--- src/rtl/hlp_pkg.sv ---
package hlp_pkg;
   // -----------------------------------------------------------------
   // Configuration byte layout
   // -----------------------------------------------------------------
   localparam int BIT_LPM_DIS   = 5;
   localparam int BIT_RESERVED_BIT_ONE  = 4;
   localparam int BIT_GROUPED   = 3;
   localparam int BIT_RPT_OFF   = 2;
   localparam int BIT_TMO_OVR   = 1;
   localparam int BIT_RESERVED_BIT_ZERO = 0;
   localparam logic [7:0] CFG_RESET    = 8'h10;
   localparam logic [7:0] CFG_WR_MASK  = 8'h2e;
   localparam logic [7:0] CFG_FIX_ONE  = 8'h10;
   localparam logic [7:0] TMO_MAX      = 8'hff;
   localparam logic [7:0] TMO_ZERO     = 8'h00;
   localparam int NUM_PORTS = 4;
   typedef enum logic [1:0] {LPM_NORMAL, LPM_FORCED} hlp_lpm_t;
endpackage : hlp_pkg

--- src/rtl/hlp_timeout_map.sv ---
`timescale 1ns/1ps
module hlp_timeout_map
   import hlp_pkg::*;
(
   // Control
   input  wire logic       override,
   // Timeout values
   input  wire logic [7:0] host_timeout,
   output logic      [7:0] used_timeout
);
   always_comb begin
      if (!override)
         used_timeout = host_timeout;
      else if (host_timeout == TMO_ZERO)
         used_timeout = TMO_ZERO;
      else
         used_timeout = TMO_MAX;
   end
endmodule // hlp_timeout_map

--- src/rtl/hlp_config.sv ---
`timescale 1ns/1ps
module hlp_config
   import hlp_pkg::*;
#(
   parameter int PORTS = NUM_PORTS
)
(
   // Clock and reset
   input  wire logic             sys_clk,
   input  wire logic             rst_n,
   // Configuration load and host writes
   input  wire logic             serial_mem_mode,
   input  wire logic             mem_load_valid,
   input  wire logic [7:0]       mem_load_data,
   input  wire logic             host_wr_en,
   input  wire logic [7:0]       host_wr_data,
   output logic      [7:0]       cfg_read_data,
   // Link power management
   input  wire logic             force_accept_seen,
   input  wire logic             upstream_disconnect,
   input  wire logic [PORTS:0]   lpm_entry_want,
   output logic      [PORTS:0]   lpm_entry_allow,
   output logic                  lpm_supported,
   // Port power
   input  wire logic [PORTS-1:0] port_power_req,
   output logic      [PORTS-1:0] port_power_control_outputs,
   output logic                  power_status_report_en,
   // Downstream idle timeout
   input  wire logic [7:0]       host_timeout,
   output logic      [7:0]       used_timeout
);
   // -----------------------------------------------------------------
   // Configuration byte
   // -----------------------------------------------------------------
   logic [7:0] cfg;
   logic [7:0] next_cfg;
   hlp_lpm_t   lpm_state;
   hlp_lpm_t   next_lpm_state;
   logic       link_low_power_disable;
   logic       power_switch_report_off;
   logic       grouped;
   logic       downstream_idle_timeout_override;

   // Load source picked by mode, only writable bits change
   always_comb begin
      next_cfg = cfg;
      if (serial_mem_mode && mem_load_valid)
         next_cfg = (cfg & ~CFG_WR_MASK) | (mem_load_data & CFG_WR_MASK);
      else if (!serial_mem_mode && host_wr_en)
         next_cfg = (cfg & ~CFG_WR_MASK) | (host_wr_data & CFG_WR_MASK);
   end

   always_ff @(posedge sys_clk or negedge rst_n) begin
      if (!rst_n)
         cfg <= CFG_RESET;
      else
         cfg <= next_cfg;
   end

   assign link_low_power_disable           = cfg[BIT_LPM_DIS];
   assign grouped                          = cfg[BIT_GROUPED];
   assign power_switch_report_off          = cfg[BIT_RPT_OFF];
   assign downstream_idle_timeout_override = cfg[BIT_TMO_OVR];

   // Read-back; fixed reserved bits forced regardless of storage
   always_comb begin
      cfg_read_data = cfg & CFG_WR_MASK;
      cfg_read_data[BIT_RESERVED_BIT_ONE] = CFG_FIX_ONE[BIT_RESERVED_BIT_ONE];
      cfg_read_data[BIT_RESERVED_BIT_ZERO] = 1'b0;
   end

   // -----------------------------------------------------------------
   // Link power state
   // -----------------------------------------------------------------
   // Forced state sticks; only disconnect (or reset) leaves it
   always_comb begin
      next_lpm_state = lpm_state;
      case (lpm_state)
         LPM_NORMAL: begin
            if (force_accept_seen && !upstream_disconnect)
               next_lpm_state = LPM_FORCED;
         end
         LPM_FORCED: begin
            if (upstream_disconnect)
               next_lpm_state = LPM_NORMAL;
         end
         default: next_lpm_state = LPM_NORMAL;
      endcase
   end

   always_ff @(posedge sys_clk or negedge rst_n) begin
      if (!rst_n)
         lpm_state <= LPM_NORMAL;
      else
         lpm_state <= next_lpm_state;
   end

   assign lpm_supported = !link_low_power_disable || (lpm_state == LPM_FORCED);
   assign lpm_entry_allow = lpm_supported ? lpm_entry_want : '0;

   // -----------------------------------------------------------------
   // Port power switching
   // -----------------------------------------------------------------
   logic [PORTS-1:0] next_pwr;

   always_comb begin
      next_pwr = port_power_req;
      if (grouped) begin
         next_pwr = '0;
         next_pwr[0] = |port_power_req;
      end
   end

   always_ff @(posedge sys_clk or negedge rst_n) begin
      if (!rst_n)
         port_power_control_outputs <= '0;
      else
         port_power_control_outputs <= next_pwr;
   end

   assign power_status_report_en = !power_switch_report_off;

   // -----------------------------------------------------------------
   // Timeout override
   // -----------------------------------------------------------------
   logic [7:0] mapped_timeout;

   hlp_timeout_map u_tmo (
      .override     (downstream_idle_timeout_override),
      .host_timeout (host_timeout),
      .used_timeout (mapped_timeout)
   );

   // Registered so the data output comes from a flip-flop
   always_ff @(posedge sys_clk or negedge rst_n) begin
      if (!rst_n)
         used_timeout <= TMO_ZERO;
      else
         used_timeout <= mapped_timeout;
   end
endmodule // hlp_config

--- config.mk ---
export PLATFORM = sky130hd
export DESIGN_NAME = hlp_config
export DESIGN_NICKNAME = d
export VERILOG_FILES = /design/src/rtl/hlp_pkg.sv /design/src/rtl/hlp_timeout_map.sv /design/src/rtl/hlp_config.sv
export SDC_FILE = /design/constraint.sdc
export NUM_CORES = 1
export LEC_CHECK = 0
export BUFFER_PORTS_ARGS = -buffer_cell sky130_fd_sc_hd__buf_4
export CAP_MARGIN = 30
export CELL_PAD_IN_SITES_DETAIL_PLACEMENT = 2
export CELL_PAD_IN_SITES_GLOBAL_PLACEMENT = 2
export CORE_ASPECT_RATIO = 2
export CORE_MARGIN = 2
export CORE_UTILIZATION = 20
export DETAILED_ROUTE_END_ITERATION = 10
export PLACE_DENSITY_LB_ADDON = 0.1
export SLEW_MARGIN = 10
export SYNTH_ARGS = -nofsm -noshare
export SYNTH_HDL_FRONTEND = slang
export SYNTH_SLANG_ARGS = --single-unit
--- constraint.sdc ---
create_clock -name sys_clk -period 1.45 [get_ports sys_clk]
set_input_delay 0.29 -clock sys_clk [delete_from_list [all_inputs] [get_ports sys_clk]]
set_output_delay 0.29 -clock sys_clk [all_outputs]
set_load 0.005 [all_outputs]
==> key figures <==
Global route
  – Vias in the first global route: 879
  – Largest net degree at the start of global routing: 18
  – GRT Util Overall: 12.41%
  – Gr ovfl total: 0
  – Global-route wire length before repair: 4.264 mm
  – Antenna violations before repair: 0

Floorplan
  – CORE AREA: 0.003844 mm²
  – Chip height: 93.49 µm
  – Die X: 48.74 µm
  – Starting density of the core: 20.83%
  – Die area: 0.004556 mm²
  – Io pins: 67
  – Row cnt: 32

Min path
  – Min-Delay Endpoint: lpm_state[0]$_DFFE_PN0P_
  – Hold WC Path Type: in -> reg
  – Hold path start: upstream_disconnect
  – Worst Hold Depth: 2

Timing
  – Minimum clock period: 1359 ps
  – Number of slew-limit violations in the final report: 0
  – Final Hold Viols: 0
  – Final Hold Slack: 188.3 ps
  – Final setup fails: 0
  – Final Cycle Share: 93.71%
  – Setup WS post-layout: 91.17 ps
  – RSZ-0062 raised after global routing: no
  – Worst Skew: 2.288 ps
  – Highest clock rate: 0.7359 GHz
  – Setup TNS: 0 ps

Critical path
  – Startpoint types: flop
  – Max incr delay on CP: 380 ps
  – Critical path class: reg -> out
  – Slowest CP cell: dfrtp_1
  – Cells along the critical path: nand2b_4, and2_1, buf_4
  – RR Startpoint: cfg[1]$_DFFE_PN0P_
  – Reg-to-Reg End: used_timeout[6]$_DFF_PN0_
  – Worst Path Arrival: 1070 ps
  – Data required time of the worst path: 1160 ps
  – Setup crit end kind: output pin
  – Reg-to-reg slack, setup: 340 ps
  – Reg2Reg Depth: 2
  – Crit-path max FO: 6

Yosys
  – Register area share after synthesis: 53.13%
  – Syn Area/Cell: 11.12 µm²
  – Cells after Synth: 72
  – Synth Register Bits: 17
  – Post-synth ARST share: 100.0%
  – Yosys cell types: 18
  – Dominant cells by area after synthesis: dfrtp_1, a31oi_1, buf_4, nor2_1, mux2i_1
  – Post-synth EDFFs: 0
  – Cell taking the most area after synthesis: dfrtp_1
  – Ys flop type: dfrtp_1
  – Mapped cell area: 800.8 µm²
  – Yosys warnings: 0
  – Top-area cell type share of the netlist area: 53.13%

Place
  – Gpl congestion: 0.6094
  – Port bufs: 54
  – Place WS: 167.2 ps
  – Dpl cells: 175
  – Dpl hpwl: 2.190 mm
  – Post-DP Area: 0.001244 mm²

CTS
  – Worst skew pair latency: 250 ps
  – Clk sinks: 17
  – Clk slew on worst S/H paths: 70 ps
  – H-tree Lvls: 1
  – Bufs on Longest Clock Path: 2
  – Post-CTS Setup Inserts: 0
  – Num CTS Buffers: 3
  – Root Buffer: clkbuf_8
  – CTS tree: done

Finish
  – FILL cells: 471
  – Antenna cells: 0
  – Post-layout net count: 170
  – Layout cells sized above 1: 49.61%
  – Area grow syn2layout: 63.12%
  – Fin util: 33.98%
  – Final cell count without fillers: 180
  – Post-route cell area: 0.001306 mm²

Outcome
  – Status: completed

Pwr
  – Leakage: 0.6659 nW
  – Total power: 1.212 mW
  – Power density cells: 928.1 mW/mm²
  – Peak supply drop: 0.4524 mV

Route
  – First DRT Iteration DRCs: 3
  – Routed WL: 2.631 mm
  – DR pass1 iterations: 2
  – DR DRC count: 0
  – Post-route ant nets: 0
  – DR vias/cell: 4.283
  – DR vias: 771
  – Detailed-route wire length per cell: 14.62 µm

Job
  – MaxCap Viol Count: 0
power breakdown:
group | internal (mW) | leakage, nW | switching (mW)
sequential | 0.522 | 0.195 | 0.0281
clock | 0.195 | 0.0228 | 0.156
combinational | 0.190 | 0.448 | 0.122
routing by layer:
| layer | share of wire (%) | global-route usage [%] | wire, µm | up-vias |
|---|---|---|---|---|
| li1 | - | - | - | 353 |
| met1 | 33 | 10.81 | 861 | 377 |
| met2 | 59 | 24.09 | 1542 | 39 |
| met3 | 7.5 | 4.153 | 198 | 2 |
| met4 | 1.1 | 6.429 | 29 | 0 |
| met5 | 0 | 0 | 0 | - |
registers in the layout, indices dropped and copies added (netlist names):
| signal | cells |
|---|---|
| cfg | 4 |
| lpm_state | 1 |
| port_power_control_outputs | 4 |
| used_timeout | 8 |
kinds of logic (layout without fill, tap and decap cells):
group,count (synthesis),after routing,synth area share [%]
flip-flops,17,17,53.13
AND/OR/NAND/NOR,29,29,22.81
multiplexers,4,4,5.000
buffers and inverters,8,63,7.499
other,2,4,0.9378
AO/OA/AOI/OAI,12,12,10.63
critical path: cells and delay by family (launching register included):
family | cells | cell delay (ps)
simple gates | 2 | 320
flops | 1 | 380
buf+inv | 1 | 130
Yosys cell counts, types with 2 or more instances:
library cell and number:
dfrtp_1 17, conb_1 2, mux2i_1 4, nor2_1 11, a31oi_1 8, and2_1 5, a211o_1 2, nand2b_1 2
buf_4 6, and3_1 3, and3b_1 3, nor2b_1 3
layout make-up:
type	instances	area (µm²)	share of cell area, %
Timing Repair Buffer	58	437.9	33.52
Sequential cell	17	425.4	32.57
Multi-Input combinational cell	49	330.3	25.29
Tap cell	51	63.81	4.885
Clock buffer	4	45.04	3.448
Inverter	1	3.754	0.2874
placed cells by master, fill, tap and decap left out:
cell type / netlist / layout
inv_1: 1 / 1
a211o_1: 2 / 2
and3b_1: 3 / 3
nor3_2: 1 / 1
a31oi_1: 8 / 8
dlygate4sd3_1: 0 / 1
clkbuf_1: 0 / 1
dfrtp_1: 17 / 17
buf_4: 6 / 57
nor2b_1: 3 / 3
a211o_2: 1 / 1
nand2b_1: 2 / 1
clkbuf_8: 0 / 3
and3_1: 3 / 3
mux2i_1: 4 / 4
o31ai_1: 1 / 1
and2_1: 5 / 5
nand2b_4: 0 / 1
nor2_1: 11 / 11
nor4b_4: 1 / 1
conb_1: 2 / 4
what timing repair did:
item                                    4_1_cts  5_1_grt
hold buffers                                  1        0
resized for setup                             1        0
hold endpoints to repair                     17        0
endpoints found under the setup margin        5        0
worst max path at each step:
| stage | cells after the start | from | to |
|---|---|---|---|
| global route | 3 | lpm_state[0]$_DFFE_PN0P_ | lpm_entry_allow[0] |
| CTS | 3 | lpm_state[0]$_DFFE_PN0P_ | lpm_entry_allow[0] |
| global placement | 3 | host_timeout[3] | used_timeout[1]$_DFF_PN0_ |
| detailed placement | 3 | host_timeout[3] | used_timeout[6]$_DFF_PN0_ |
| finish | 3 | lpm_state[0]$_DFFE_PN0P_ | lpm_entry_allow[3] |
| floorplan | 3 | cfg[1]$_DFFE_PN0P_ | used_timeout[0]$_DFF_PN0_ |
Note: power is estimated with default switching activity, not from simulation.
